### src/flash_self_access_pkg.sv
// Constants shared by the flash self-access sequencer
package flash_self_access_pkg;
  // ----------------------------------------------------------------------
  // Register byte addresses (Wishbone, one word each)
  // ----------------------------------------------------------------------
  localparam logic [11:0] MEM_ACCESS_CONTROL_ADDR = 12'hfa6;
  localparam logic [13:0] MEM_ACCESS_CONTROL_BYTE = 14'h3e98;
  localparam logic [13:0] ACCESS_CTRL_OFF = 14'h3e98;
  localparam logic [13:0] UNLOCK_PORT_OFF = 14'h0000;
  localparam logic [13:0] TABLE_LATCH_OFF = 14'h0004;
  localparam logic [13:0] PTR_OFF = 14'h0008;
  localparam logic [13:0] TABLE_OP_OFF = 14'h000c;
  localparam logic [13:0] STATUS_OFF = 14'h0010;
  localparam logic [13:0] EE_ADDR_OFF = 14'h0014;
  localparam logic [13:0] EE_DATA_OFF = 14'h0018;
  // ----------------------------------------------------------------------
  // Control register fields
  // ----------------------------------------------------------------------
  localparam int PGM_SEL_BIT = 7;
  localparam int CFG_SEL_BIT = 6;
  localparam int ERASE_EN_BIT = 4;
  localparam int ABORT_BIT = 3;
  localparam int PERMIT_BIT = 2;
  localparam int WR_START_BIT = 1;
  localparam int RD_START_BIT = 0;
  localparam int DONE_FLAG_BIT = 0;
  localparam int STALL_BIT = 1;
  // Table operation command: bit 2 write, bits 1:0 pointer mode
  localparam int OP_WRITE_BIT = 2;
  localparam logic [1:0] PTR_KEEP = 2'h0;
  localparam logic [1:0] PTR_POST_INC = 2'h1;
  localparam logic [1:0] PTR_POST_DEC = 2'h2;
  localparam logic [1:0] PTR_PRE_INC = 2'h3;
  // ----------------------------------------------------------------------
  // Unlock keys and sizes
  // ----------------------------------------------------------------------
  localparam logic [7:0] UNLOCK_KEY_1 = 8'h55;
  localparam logic [7:0] UNLOCK_KEY_2 = 8'haa;
  localparam int HOLD_REGS = 8;
  localparam int ROW_BYTES = 64;
  localparam int PTR_W = 22;
  localparam int PTR_STEP_W = 21;
  // ----------------------------------------------------------------------
  // Timing
  // ----------------------------------------------------------------------
  localparam int CLOCK_MHZ = 200;
  localparam int ERASE_TIME_US = 2000;
  localparam int ERASE_CYCLES = ERASE_TIME_US * CLOCK_MHZ;
  localparam int PROG_TIME_US = 2000;
  localparam int PROG_CYCLES = PROG_TIME_US * CLOCK_MHZ;
  localparam int EE_TIME_US = 4000;
  localparam int EE_CYCLES = EE_TIME_US * CLOCK_MHZ;
  localparam logic [7:0] CTRL_RESET = 8'h00;

  typedef enum logic [1:0] {
    ST_IDLE = 2'b00,
    ST_ARM1 = 2'b01,
    ST_ARM2 = 2'b11
  } unlock_t;
endpackage

### src/flash_self_access.sv
// Flash self-programming controller with Wishbone register slave
// How it works
// - Byte reads, 8-byte programs, 64-byte erases
// - No bulk erase from software
// - Stall fetch; timer ends write or erase
// - Any byte accepted; invalid code runs as no-op
// - Program memory bytes move only through the table latch
// - Table blocks need no word alignment
// - Table write picks holding register by pointer[2:0]
// - Unlock port stores nothing, reads zero
// - Program select one: flash, zero: EEPROM
// - Config select overrides program select
// - Erase enable makes next start erase row
// - Write permit clear at reset, blocks writes
// - Abort flag on reset mid-write, cleared on completion
// - Abort keeps space select bits
// - Write start set-only, hardware clears
// - Done flag set on completion, software clears
// - Read start one-cycle, blocked when program select
// - Control register layout, bit 5 zero
// - Table latch is an 8-bit register
// - 55h then AAh before write start
// - Erase row from pointer[21:6]
// - Processor stalled for whole erase
// - Pointer keep, post-inc, post-dec, pre-inc on 21 bits
//
// The Wishbone slave port was chosen for this implementation.
`timescale 1ns/100ps
module flash_self_access #(
  parameter int ERASE_CYCLES = flash_self_access_pkg::ERASE_CYCLES,
  parameter int PROG_CYCLES = flash_self_access_pkg::PROG_CYCLES,
  parameter int EE_CYCLES = flash_self_access_pkg::EE_CYCLES
) (
  input wire logic clock,
  input wire logic rst,
  // Wishbone slave
  input wire logic cyc_i,
  input wire logic stb_i,
  input wire logic we_i,
  input wire logic [15:0] adr_i,
  input wire logic [3:0] sel_i,
  input wire logic [31:0] dat_i,
  output logic [31:0] dat_o,
  output logic ack_o,
  // Abort cause, level from the reset logic (pin or watchdog)
  input wire logic abort_reset,
  // Program memory array port
  output logic mem_rd,
  output logic [21:0] mem_rd_addr,
  input wire logic [7:0] mem_rd_data,
  output logic mem_prog,
  output logic mem_erase,
  output logic mem_cfg,
  output logic [21:0] mem_addr,
  output logic [63:0] mem_block,
  // EEPROM port
  output logic ee_rd,
  output logic ee_wr,
  output logic [7:0] ee_addr,
  output logic [7:0] ee_wdata,
  input wire logic [7:0] ee_rdata,
  output logic fetch_stall
);
  // ----------------------------------------------------------------------
  // Bus decode
  // ----------------------------------------------------------------------
  logic [7:0] ctrl_q;
  logic [7:0] latch_q;
  logic [21:0] ptr_q;
  logic [7:0] hold_q [flash_self_access_pkg::HOLD_REGS];
  logic [7:0] ee_addr_q;
  logic [7:0] ee_data_q;
  logic done_flag_q;
  logic abort_s1_q;
  logic abort_s2_q;
  logic ack_q;
  logic [1:0] kind_q;
  flash_self_access_pkg::unlock_t unlock_q;
  logic timer_busy;
  logic timer_done;
  logic wr_strobe;
  logic rd_strobe;
  logic [13:0] off;
  logic start_ok;
  logic rd_ok;
  logic [7:0] wbyte;
  logic [2:0] tbl_mode;
  logic [21:0] ptr_pre;
  logic rd_pend_q;
  logic kill_q;

  function automatic logic hit(input logic [13:0] a, input logic [13:0] o);
    return a == o;
  endfunction

  assign off = adr_i[13:0];
  assign wbyte = dat_i[7:0];
  // Single-cycle strobes on the first request cycle only
  assign wr_strobe = cyc_i && stb_i && we_i && !ack_q && sel_i[0];
  assign rd_strobe = cyc_i && stb_i && !we_i && !ack_q;
  assign ack_o = ack_q;
  assign tbl_mode = wbyte[2:0];
  assign fetch_stall = timer_busy;

  // Start only when permitted and the unlock pair just completed
  assign start_ok = wr_strobe && hit(off,
      flash_self_access_pkg::ACCESS_CTRL_OFF)
      && wbyte[flash_self_access_pkg::WR_START_BIT]
      && wbyte[flash_self_access_pkg::PERMIT_BIT]
      && ctrl_q[flash_self_access_pkg::PERMIT_BIT]
      && unlock_q == flash_self_access_pkg::ST_ARM2
      && !timer_busy;
  assign rd_ok = wr_strobe && hit(off,
      flash_self_access_pkg::ACCESS_CTRL_OFF)
      && wbyte[flash_self_access_pkg::RD_START_BIT]
      && !wbyte[flash_self_access_pkg::PGM_SEL_BIT]
      && !timer_busy;

  // ----------------------------------------------------------------------
  // Acknowledge: one cycle after request, dropped next cycle
  // ----------------------------------------------------------------------
  always_ff @(posedge clock or posedge rst) begin
    if (rst) begin
      ack_q <= 1'b0;
    end else begin
      ack_q <= cyc_i && stb_i && !ack_q;
    end
  end

  // ----------------------------------------------------------------------
  // Abort cause synchroniser
  // ----------------------------------------------------------------------
  always_ff @(posedge clock or posedge rst) begin
    if (rst) begin
      abort_s1_q <= 1'b0;
      abort_s2_q <= 1'b0;
      kill_q <= 1'b0;
    end else begin
      abort_s1_q <= abort_reset;
      abort_s2_q <= abort_s1_q;
      // Registered so the timer reset never glitches off its own busy
      kill_q <= abort_s2_q && timer_busy;
    end
  end

  // ----------------------------------------------------------------------
  // Unlock sequence tracker, the port itself holds nothing
  // ----------------------------------------------------------------------
  always_ff @(posedge clock or posedge rst) begin
    if (rst) begin
      unlock_q <= flash_self_access_pkg::ST_IDLE;
    end else if (wr_strobe) begin
      if (hit(off, flash_self_access_pkg::UNLOCK_PORT_OFF)) begin
        if (wbyte == flash_self_access_pkg::UNLOCK_KEY_1) begin
          unlock_q <= flash_self_access_pkg::ST_ARM1;
        end else if (wbyte == flash_self_access_pkg::UNLOCK_KEY_2 &&
                     unlock_q == flash_self_access_pkg::ST_ARM1) begin
          unlock_q <= flash_self_access_pkg::ST_ARM2;
        end else begin
          unlock_q <= flash_self_access_pkg::ST_IDLE;
        end
      end else begin
        // Any other write breaks the sequence
        unlock_q <= flash_self_access_pkg::ST_IDLE;
      end
    end
  end

  // ----------------------------------------------------------------------
  // Control register
  // ----------------------------------------------------------------------
  always_ff @(posedge clock or posedge rst) begin
    if (rst) begin
      ctrl_q <= flash_self_access_pkg::CTRL_RESET;
      kind_q <= 2'h0;
    end else begin
      if (abort_s2_q && timer_busy) begin
        // Select bits left alone so the failed target stays visible
        ctrl_q[flash_self_access_pkg::ABORT_BIT] <= 1'b1;
        ctrl_q[flash_self_access_pkg::WR_START_BIT] <= 1'b0;
      end else if (timer_done) begin
        ctrl_q[flash_self_access_pkg::WR_START_BIT] <= 1'b0;
        ctrl_q[flash_self_access_pkg::ABORT_BIT] <= 1'b0;
        if (kind_q == 2'h1) begin
          ctrl_q[flash_self_access_pkg::ERASE_EN_BIT] <= 1'b0;
        end
      end else if (wr_strobe && hit(off,
                   flash_self_access_pkg::ACCESS_CTRL_OFF)) begin
        if (!timer_busy) begin
          ctrl_q[7:6] <= wbyte[7:6];
          ctrl_q[flash_self_access_pkg::ERASE_EN_BIT] <=
              wbyte[flash_self_access_pkg::ERASE_EN_BIT];
          ctrl_q[flash_self_access_pkg::ABORT_BIT] <=
              wbyte[flash_self_access_pkg::ABORT_BIT];
          ctrl_q[flash_self_access_pkg::PERMIT_BIT] <=
              wbyte[flash_self_access_pkg::PERMIT_BIT];
        end
        if (start_ok) begin
          ctrl_q[flash_self_access_pkg::WR_START_BIT] <= 1'b1;
          // Config space wins over program select
          if (wbyte[flash_self_access_pkg::CFG_SEL_BIT]) begin
            kind_q <= 2'h0;
          end else if (!wbyte[flash_self_access_pkg::PGM_SEL_BIT]) begin
            kind_q <= 2'h2;
          end else if (wbyte[flash_self_access_pkg::ERASE_EN_BIT]) begin
            kind_q <= 2'h1;
          end else begin
            kind_q <= 2'h0;
          end
        end
      end
      // Read start lasts only one cycle
      ctrl_q[flash_self_access_pkg::RD_START_BIT] <= rd_ok;
      ctrl_q[5] <= 1'b0;
    end
  end

  program_timer #(
    .ERASE_CYCLES(ERASE_CYCLES),
    .PROG_CYCLES(PROG_CYCLES),
    .EE_CYCLES(EE_CYCLES)
  ) u_timer (
    .clock(clock),
    .rst(rst || kill_q),
    .start(ctrl_q[flash_self_access_pkg::WR_START_BIT] && !timer_busy
           && !timer_done),
    .kind(kind_q),
    .busy(timer_busy),
    .done(timer_done)
  );

  // ----------------------------------------------------------------------
  // Array commands on completion
  // ----------------------------------------------------------------------
  always_ff @(posedge clock or posedge rst) begin
    if (rst) begin
      mem_prog <= 1'b0;
      mem_erase <= 1'b0;
      mem_cfg <= 1'b0;
      mem_addr <= 22'h0;
      ee_wr <= 1'b0;
      mem_block <= 64'h0;
    end else begin
      // Only row and block sized commands exist, no bulk erase path
      mem_erase <= timer_done && kind_q == 2'h1;
      mem_prog <= timer_done && kind_q == 2'h0;
      ee_wr <= timer_done && kind_q == 2'h2;
      mem_cfg <= ctrl_q[flash_self_access_pkg::CFG_SEL_BIT];
      if (timer_done) begin
        if (kind_q == 2'h1) begin
          mem_addr <= {ptr_q[21:6], 6'h00};
        end else begin
          mem_addr <= {ptr_q[21:3], 3'h0};
        end
        // Bytes stored unchecked, decode is not this block's concern
        for (int i = 0; i < flash_self_access_pkg::HOLD_REGS; i++) begin
          mem_block[i*8 +: 8] <= hold_q[i];
        end
      end
    end
  end

  // ----------------------------------------------------------------------
  // Table pointer, latch and holding registers
  // ----------------------------------------------------------------------
  assign ptr_pre = (tbl_mode[1:0] == flash_self_access_pkg::PTR_PRE_INC) ?
      {ptr_q[21], ptr_q[20:0] + 21'h1} : ptr_q;

  always_ff @(posedge clock or posedge rst) begin
    if (rst) begin
      ptr_q <= 22'h0;
    end else if (wr_strobe && hit(off, flash_self_access_pkg::PTR_OFF))
        begin
      ptr_q <= dat_i[21:0];
    end else if (wr_strobe && !timer_busy &&
                 hit(off, flash_self_access_pkg::TABLE_OP_OFF)) begin
      unique case (tbl_mode[1:0])
        flash_self_access_pkg::PTR_KEEP: ptr_q <= ptr_q;
        flash_self_access_pkg::PTR_POST_INC:
          ptr_q <= {ptr_q[21], ptr_q[20:0] + 21'h1};
        flash_self_access_pkg::PTR_POST_DEC:
          ptr_q <= {ptr_q[21], ptr_q[20:0] - 21'h1};
        flash_self_access_pkg::PTR_PRE_INC: ptr_q <= ptr_pre;
      endcase
    end
  end

  // Address from the old pointer, or the incremented one in pre-inc mode; array data lands a cycle later
  always_ff @(posedge clock or posedge rst) begin
    if (rst) begin
      mem_rd <= 1'b0;
      rd_pend_q <= 1'b0;
      mem_rd_addr <= 22'h0;
    end else begin
      mem_rd <= wr_strobe && !timer_busy &&
          hit(off, flash_self_access_pkg::TABLE_OP_OFF) &&
          !wbyte[flash_self_access_pkg::OP_WRITE_BIT];
      rd_pend_q <= mem_rd;
      mem_rd_addr <= ptr_pre;
    end
  end

  always_ff @(posedge clock or posedge rst) begin
    if (rst) begin
      latch_q <= 8'h00;
    end else if (rd_pend_q) begin
      latch_q <= mem_rd_data;
    end else if (wr_strobe &&
                 hit(off, flash_self_access_pkg::TABLE_LATCH_OFF)) begin
      latch_q <= wbyte;
    end
  end

  for (genvar g = 0; g < flash_self_access_pkg::HOLD_REGS; g++) begin
      : g_hold
    always_ff @(posedge clock or posedge rst) begin
      if (rst) begin
        hold_q[g] <= 8'hff;
      end else if (wr_strobe && !timer_busy &&
                   hit(off, flash_self_access_pkg::TABLE_OP_OFF) &&
                   wbyte[flash_self_access_pkg::OP_WRITE_BIT] &&
                   ptr_pre[2:0] == 3'(g)) begin
        hold_q[g] <= latch_q;
      end
    end
  end

  // ----------------------------------------------------------------------
  // EEPROM registers, done flag
  // ----------------------------------------------------------------------
  assign ee_addr = ee_addr_q;
  assign ee_wdata = ee_data_q;
  assign ee_rd = ctrl_q[flash_self_access_pkg::RD_START_BIT];

  always_ff @(posedge clock or posedge rst) begin
    if (rst) begin
      ee_addr_q <= 8'h00;
      ee_data_q <= 8'h00;
    end else begin
      if (wr_strobe && hit(off, flash_self_access_pkg::EE_ADDR_OFF)) begin
        ee_addr_q <= wbyte;
      end
      if (ee_rd) begin
        ee_data_q <= ee_rdata;
      end else if (wr_strobe &&
                   hit(off, flash_self_access_pkg::EE_DATA_OFF)) begin
        ee_data_q <= wbyte;
      end
    end
  end

  always_ff @(posedge clock or posedge rst) begin
    if (rst) begin
      done_flag_q <= 1'b0;
    end else if (timer_done) begin
      done_flag_q <= 1'b1;
    end else if (wr_strobe && hit(off, flash_self_access_pkg::STATUS_OFF)
                 && wbyte[flash_self_access_pkg::DONE_FLAG_BIT]) begin
      done_flag_q <= 1'b0;
    end
  end

  // ----------------------------------------------------------------------
  // Read data
  // ----------------------------------------------------------------------
  always_ff @(posedge clock or posedge rst) begin
    if (rst) begin
      dat_o <= 32'h0;
    end else if (rd_strobe) begin
      if (hit(off, flash_self_access_pkg::ACCESS_CTRL_OFF)) begin
        dat_o <= {24'h0, ctrl_q};
      end else if (hit(off, flash_self_access_pkg::TABLE_LATCH_OFF)) begin
        dat_o <= {24'h0, latch_q};
      end else if (hit(off, flash_self_access_pkg::PTR_OFF)) begin
        dat_o <= {10'h0, ptr_q};
      end else if (hit(off, flash_self_access_pkg::STATUS_OFF)) begin
        dat_o <= {30'h0, timer_busy, done_flag_q};
      end else if (hit(off, flash_self_access_pkg::EE_ADDR_OFF)) begin
        dat_o <= {24'h0, ee_addr_q};
      end else if (hit(off, flash_self_access_pkg::EE_DATA_OFF)) begin
        dat_o <= {24'h0, ee_data_q};
      end else begin
        // Unlock port and unmapped addresses read zero
        dat_o <= 32'h0;
      end
    end
  end
endmodule

### src/program_timer.sv
// Self-timed programming interval counter
`timescale 1ns/100ps
module program_timer #(
  parameter int ERASE_CYCLES = 400000,
  parameter int PROG_CYCLES = 400000,
  parameter int EE_CYCLES = 800000
) (
  input wire logic clock,
  input wire logic rst,
  input wire logic start,
  input wire logic [1:0] kind,
  output logic busy,
  output logic done
);
  logic [31:0] count_q;

  always_ff @(posedge clock or posedge rst) begin
    if (rst) begin
      count_q <= 32'h0;
      busy <= 1'b0;
      done <= 1'b0;
    end else begin
      done <= 1'b0;
      if (start && !busy) begin
        busy <= 1'b1;
        unique case (kind)
          2'h1: count_q <= 32'(ERASE_CYCLES - 1);
          2'h2: count_q <= 32'(EE_CYCLES - 1);
          default: count_q <= 32'(PROG_CYCLES - 1);
        endcase
      end else if (busy) begin
        if (count_q == 32'h0) begin
          busy <= 1'b0;
          done <= 1'b1;
        end else begin
          count_q <= count_q - 32'h1;
        end
      end
    end
  end
endmodule
### config.mk
export PLATFORM = sky130hd
export DESIGN_NAME = flash_self_access
export DESIGN_NICKNAME = d
export VERILOG_FILES = /design/src/flash_self_access_pkg.sv /design/src/flash_self_access.sv /design/src/program_timer.sv
export SDC_FILE = /design/constraint.sdc
export NUM_CORES = 1
export LEC_CHECK = 0
export ABC_AREA = 1
export ABC_CLOCK_PERIOD_IN_PS = 11300
export BUFFER_PORTS_ARGS = -buffer_cell sky130_fd_sc_hd__buf_2
export CAP_MARGIN = 10
export CORE_MARGIN = 5
export CORE_UTILIZATION = 40
export DETAILED_ROUTE_END_ITERATION = 10
export PLACE_DENSITY = 0.6
export SYNTH_ARGS = -nofsm -noshare
export SYNTH_HDL_FRONTEND = slang
export SYNTH_SLANG_ARGS = --single-unit
### constraint.sdc
create_clock -name clock -period 11.3 [get_ports clock]
set_input_delay 3.39 -clock clock [delete_from_list [all_inputs] [get_ports clock]]
set_output_delay 3.39 -clock clock [all_outputs]
set_load 0.01 [all_outputs]
==> impl_summary.md, run 1 <==
Timing
The smallest hold slack is 0.347 ns. For the pin with the worst max-slew slack, the measured transition is 1.02 ns. The final max-slew violation count is 0.

The count of endpoints failing setup in the final report is 0. Setup repair after global routing left no endpoint under its margin. The final number of hold-violating endpoints is 0. The worst pin sits at a relative slew slack of 31.7%. The share of the cycle needed by the critical path after routing is 44.3%.

The total negative setup slack is 0 ns. Across all setup checks in the final design, the least slack found is 6.29 ns. The clock skew is 0.0167 ns. The maximum frequency from static timing analysis is 200 MHz. The post-layout minimum cycle time is 5.01 ns.

Placement
At the end of routability-driven placement, the weighted congestion stood at 0.920. During placement, the flow inserted port buffers numbering 209. The cell area reported after detailed placement is 15700 um2. Timing analysis after detailed placement gives a worst setup slack of 5.75 ns. Detailed placement finished with a half-perimeter wire length of 30.5 mm.

Pwr
The post-route total power is 2260 uW. The relative contribution of combinational cells to total power is 3.6%. The total net switching power is 513 uW. The proportion of total power due to net switching is 22.7%. For this design the ratio of total power to cell area is 134 nW/um2.

Of the total power, registers draw 46.8%. The part of the total power dissipated in the clock network is 49.6%. The worst vdd rail ir drop is 0.0701 mV. The reported leakage power is 0.00835 uW. The internal power of the cells totals 1750 uW.

Logic synthesis
The number of distinct standard cells referenced by the synthesized netlist is 46. The register bit count reported by yosys is 293. For this run, the register share of the synthesized area comes to 51.1%. In this run the mean area of a mapped cell was 8.00 um2. The number of warnings issued by yosys is 0.

The share of synthesized registers carrying an async set or reset is 100%. The cell count after synthesis came out at 1814. The number of synthesized flops with an enable pin is 0. The mapped netlist covers 14500 um2. The flip-flop cell with the highest count after synthesis is sky130_fd_sc_hd__dfrtp_1.

Worst setup path
The type of element capturing the critical path is a flop. The largest fanout on the critical path is 25. The category of the worst setup path launch point is an input pin. The required time of the critical path is 11.72 ns. The slowest cell on the critical path is sky130_fd_sc_hd__inv_1. Traced cell by cell, the critical path runs through buf_2 -> nand2_1 -> nor2_2 -> inv_2 -> nor2_4 -> inv_1 -> nor2_2 -> nand2_1 -> o21ai_0. The worst register-to-register path begins at u_timer.busy.

The kind of cell with the highest combined delay along the critical path is simple AND/OR/NAND/NOR gates. In this design, the stage delay of the slowest critical-path cell is 0.49 ns. Setup slack on the worst reg-to-reg path comes out at 8.14 ns. At the worst endpoint, the arrival time is 5.43 ns. The number of buffer and inverter stages on the critical path is 3. The endpoint identified for the worst register-to-register timing path is u_timer.count_q[16]. The depth of the most critical reg-to-reg path is 8.

The critical path in this run is classified as input pin to flop. The count of cell instances traversed by the critical path is 9.

Finish
The ratio of cells with drive above 1 in the final layout is 21.3%. For this run, the post-layout net count is 2072. 0 antenna diodes ended up in the layout. The relative area change from synthesis to final layout is 16.4%. The post-route cell area is 16900 um2.

Status
The run finished with clean final reports.

Floorplanning
The starting density of the core is 40.6%. After floorplanning, the core was sized to cover 35700 um2. The number of ports placed on the die boundary is 238. The die outline height is 201 um.

Measured along the x axis, the die boundary spans 201 um. The row count is 69. The area of the die is 40200 um2.

Global route
The first global-routing pass estimated 69.1 mm of wire. The overall overflow remaining after global route is 0. The number of global-route vias before repair came to 12366. Entering global routing, the biggest net connects 123 pins.

The total routing resource utilization after global routing is 21.0%. The initial antenna violation count is 1.

Clocking
The TritonCTS buffer count is 34. The root buffer selected by CTS is sky130_fd_sc_hd__clkbuf_16. The source-to-sink clock delay at the later pin of the worst-skew pair is 0.52 ns. The number of buffers added for setup after CTS is 0. The clock slew at the register clock pins of the worst setup and hold paths is 0.06 ns. In this run the number of H-tree levels came out at 2. The count of clock tree sinks is 293. For this design, the CTS-stage hold fixing added 0 buffers. After clock tree synthesis, the repair step resized 0 gates. TritonCTS built the clock tree. No sink is reached through more buffers than the 3 on the longest clock path.

Routing
In the routed design, unresolved DRC markers number 0. The via density per instance is 5.12. The number of antenna-violating nets in the routed design is 0.

The overall routed net length is 42.9 mm. The first detailed-routing pass took 7 iterations. The via count of the routed design is 12699. Dividing the detail-routed wire length by the instance count gives 17.3 um.

For this block, the initial DRC count from the detailed router was 1062.

Worst hold path
The min-delay analysis places its worst path in the category flop to flop. The worst hold path was traced through 0 stages. The worst hold path terminates at abort_s2_q. The startpoint of the most critical hold path is abort_s1_q.

Job
The count of maximum capacitance violations is 0.
cell families after synthesis:
kind of cell,after synthesis,share of synthesized area (%)
AO/OA/AOI/OAI,215,8.55
XOR/XNOR,29,1.80
adder cells (fa/ha/maj),4,0.345
buffers and inverters,200,6.51
flip-flops,293,51.1
multiplexers,1,0.0690
other,1,0.0258
AND/OR/NAND/NOR,1071,31.6
final cells by class:
type / count / area, um2
Sequential cell: 293 / 7410
Timing Repair Buffer: 214 / 1080
Fill cell: 3599 / 18800
Clock inverter: 12 / 101
Inverter: 118 / 464
Tap cell: 461 / 577
Clock buffer: 49 / 1050
Multi-Input combinational cell: 1333 / 6210
flip-flops by register name, summed over array words and instances, names as in the netlist, 2 cells and up:
register         cells
hold_q              64
mem_block           64
u_timer.count_q     32
dat_o               22
mem_rd_addr         22
ptr_q               22
mem_addr            19
ee_addr              8
ee_wdata             8
latch_q              8
ctrl_q               7
kind_q               2
unlock_q             2
layer usage:
metal | global-route usage (%) | vias up | routed length, um
met5 | 0 | - | 0
met4 | 4.67 | 0 | 814
met3 | 3.68 | 61 | 2660
met2 | 31.4 | 385 | 18500
met1 | 32.1 | 6094 | 20900
li1 | - | 6159 | -
how the worst max path moves through the flow:
stage               startpoint         end  slack, ns
detailed placement       cyc_i   dat_o[17]       5.75
global placement         cyc_i   dat_o[15]       5.81
global route             cyc_i   dat_o[14]       6.07
finish                   cyc_i   dat_o[17]       6.29
CTS                      cyc_i   dat_o[17]       6.28
floorplan                  rst  abort_s1_q       0.89
cells in the mapped netlist (10+ instances only):
master	number	area (um2)
sky130_fd_sc_hd__a21oi_1	12	60.1
sky130_fd_sc_hd__buf_2	13	65.1
sky130_fd_sc_hd__buf_4	18	135
sky130_fd_sc_hd__buf_6	13	146
sky130_fd_sc_hd__clkbuf_1	36	135
sky130_fd_sc_hd__dfrtp_1	229	5730
sky130_fd_sc_hd__dfstp_2	64	1680
sky130_fd_sc_hd__inv_1	102	383
sky130_fd_sc_hd__inv_2	12	45.0
sky130_fd_sc_hd__nand2_1	658	2470
sky130_fd_sc_hd__nand2_2	12	75.1
sky130_fd_sc_hd__nand3_1	138	691
sky130_fd_sc_hd__nand4_1	29	181
sky130_fd_sc_hd__nor2_1	185	694
sky130_fd_sc_hd__nor2_2	12	75.1
sky130_fd_sc_hd__nor3_1	10	50.1
sky130_fd_sc_hd__o211ai_1	15	113
sky130_fd_sc_hd__o21ai_0	98	490
sky130_fd_sc_hd__o21ai_1	55	275
sky130_fd_sc_hd__o21ai_2	23	201
sky130_fd_sc_hd__xor2_1	24	210
metrics by stage:
stage	instances	utilization [%]
after global placement	2419	44.1
after detailed placement	2419	44.1
final	2480	47.3
after floorplan	1826	-
after CTS	2480	47.3
after global routing	2480	47.3
power by group through the flow:
stage	combinational (uW)	sequential [uW]	clock [uW]
floorplan	47.9	1080	0
global placement	80.7	1080	0
detailed placement	81.6	1080	0
CTS	81.9	1060	1150
global route	91.1	1060	1190
finish	80.5	1060	1120
placed cells by master, fill, tap and decap left out, drive strengths merged:
cell and count:
buf 214, o21a 2, a31oi 4, nand3b 1, o21ai 178, inv 116, clkbuf 49, a21o 1
bufinv 1, nor3 11, dfstp 64, xnor2 4, nor2 206, clkinv 8, nand4 31, o211ai 15
dfrtp 229, nand3 149, o22ai 2, mux2i 1, clkinvlp 5, xor2 25, nor4 1, conb 13
nand2 672, ha 4, a21oi 13
Power figures use the tool's default switching activity.
==> run 2, diff against run 1 <==
Settings changed: ABC_CLOCK_PERIOD_IN_PS 11300 to 4600, PLACE_DENSITY 0.6 to 0.62.
Clock period 11.3 ns to 4.6 ns, I/O delays scaled along.
==> impl_summary.md, run 2 (same netlist as run 1, synthesis figures left out) <==
Floorplanning
The die outline height is 201 um. The initialized floorplan defines 69 standard-cell rows. The core box area is 35700 um2. The starting density of the core is 40.6%.

Measured along the x axis, the die boundary spans 201 um. 238 I/O pins were placed. The area of the die is 40200 um2.

Finish
The finished cells cover 16800 um2. The ratio of cells with drive above 1 in the final layout is 20.9%. The largest registers in the layout are hold_q x64, mem_block x64, u_timer.count_q x32. The library cell used most frequently in the layout, excluding fill and tap cells, is sky130_fd_sc_hd__nand2_1.

The filler cell count is 3649. The total number of nets in the final design is 2074. The area growth from synthesis to layout is 15.6%. In the layout the commonest cells are sky130_fd_sc_hd__nand2_1, sky130_fd_sc_hd__dfrtp_1, sky130_fd_sc_hd__buf_2. The post-route non-filler standard cell count is 2479. The antenna diode instance count is 0.

Routing
The count of routing violations after the opening detailed-route iteration is 1076. The iteration count of the initial detailed-routing pass is 5. After detailed routing, the total wire length is 43.4 mm.

The via count of the routed design is 12584. The final routed DRC violation total is 0. The number of antenna-violating nets in the routed design is 0.

After detailed routing, the average wire length per cell comes to 17.5 um. The via density per instance is 5.08.

Clocking
Clock-pin slew was measured on the worst setup and hold paths at 0.06 ns. The clock reaches the later pin of the worst-skew pair after 0.58 ns. Counting every sink on the clock net gives 293. The TritonCTS buffer count is 31.

The number of H-tree levels is 1. The number of setup buffers added after CTS is 0. The root buffer selected by CTS is sky130_fd_sc_hd__clkbuf_16.

Counting along the longest clock path gives a buffer depth of 3. TritonCTS built the clock tree. Buffers inserted to repair hold after CTS numbered 0. After clock tree synthesis, the repair step resized 0 gates.

Worst setup path
Of all nets on the critical path, the largest fanout is 23. In this run the register-to-register setup slack is 2.07 ns. The type of element capturing the critical path is a flop. The worst setup path is launched from an input pin. The number of cells on the worst reg-to-reg path is 9. The worst setup path is of the input pin to flop kind. At the worst endpoint, the required time is 5.04 ns. The launching point of the worst reg2reg path is u_timer.busy.

At the worst endpoint, the arrival time is 3.38 ns. The reg-to-reg critical path endpoint is u_timer.count_q[26].

Placement
The cell area reported after detailed placement is 15800 um2. Buffers placed on the I/O ports in this run total 209. Before CTS, the worst setup slack after placement is 1.15 ns. The cell total after placement is 2424. The routability-driven placement congestion ratio is 0.916.

The HPWL after detailed placement is 30.6 mm.

Global route
The first global-routing pass estimated 69.0 mm of wire. For met2 alone, demand over resource in global routing was 30.9%. Global routing consumed, on the met1 layer, 32.2% of the routing resources.

The number of global-route vias before repair is 12273. The initial antenna violation count came to 0. In the global route stage, overall resource usage came out at 21.0%. The overall overflow remaining after global route is 0. The met3 routing resource usage after global routing is 3.68%.

Entering global routing, the biggest net connects 113 pins. The most used routing layer is met1.

Worst hold path
The worst hold endpoint is abort_s2_q. The hold-critical path depth is 0. The startpoint of the most critical hold path is abort_s1_q. In this run the worst hold path is classified as flop to flop.

Timing
Setup repair after global routing left no endpoint under its margin. The count of endpoints failing setup in the final report is 0. The final worst-path setup slack is 1.67 ns. The final max-slew violation count is 0. The maximum frequency from static timing analysis is 341 MHz. The final number of hold-violating endpoints is 0. Of the available clock period, the critical path in the final layout requires 63.7%. Between clock sinks in the finished design, the worst skew comes to 0.0242 ns.

The transition time of the tightest slew-check pin is 0.885 ns. The routed design could run at a clock period as short as 2.93 ns. The headroom to the max-slew limit is 40.9%.

Pwr
The worst vdd rail ir drop is 0.240 mV. The total power per unit cell area is 313 nW/um2. The reported leakage power is 0.00830 uW.

Status
The run finished with clean final reports.

Job
The count of maximum capacitance violations is 0.
run 2: power breakdown:
group / internal, uW / switching [uW]
clock network: 1420 / 1030
registers: 2590 / 7.02
logic: 49.1 / 154
total: 4060 / 1190
run 2: layout make-up:
type	instances	area (um2)	area share (%)
clock buffers	50	927	5.52
flip-flops and latches	293	7410	44.2
multi-input cells	1333	6210	37.0
well taps	461	577	3.44
repair buffers	219	1150	6.83
clock inverters	5	55.1	0.328
inverters	118	460	2.74
run 2: worst max path at each step:
stage | start | endpoint | cells after the start
detailed placement | dat_i[0] | unlock_q[0] | 7
global route | dat_i[0] | ptr_q[11] | 9
floorplan | rst | abort_s1_q | 1
global placement | dat_i[0] | ptr_q[9] | 9
CTS | dat_i[0] | ptr_q[9] | 9
finish | dat_i[0] | ptr_q[9] | 9
run 2: critical path: stages:
cell and delay (ns):
sky130_fd_sc_hd__buf_2 0.17, sky130_fd_sc_hd__inv_1 0.20, sky130_fd_sc_hd__nand2_2 0.34, sky130_fd_sc_hd__inv_1 0.78, sky130_fd_sc_hd__nand2_1 0.17, sky130_fd_sc_hd__nand2_1 0.11
sky130_fd_sc_hd__nand2_1 0.05, sky130_fd_sc_hd__nand3_1 0.08, sky130_fd_sc_hd__o211ai_1 0.08
run 2: per-stage QoR:
step	setup TNS (ns)	power [uW]	hold slack [ns]	utilization, %
global route	0	5440	0.369	47.0
detailed placement	0	2850	0.336	44.2
global placement	0	2850	0.336	44.2
CTS	0	5300	0.349	47.0
floorplan	-27.56	2760	0.331	-
finish	0	5250	0.347	47.0
run 2: routing by layer:
metal	share of wire, %	routed length (um)	up-vias
met2	42	18200	411
met4	2.1	920	0
met5	0	0	-
met1	48	20900	5957
met3	7.6	3270	60
li1	-	-	6156
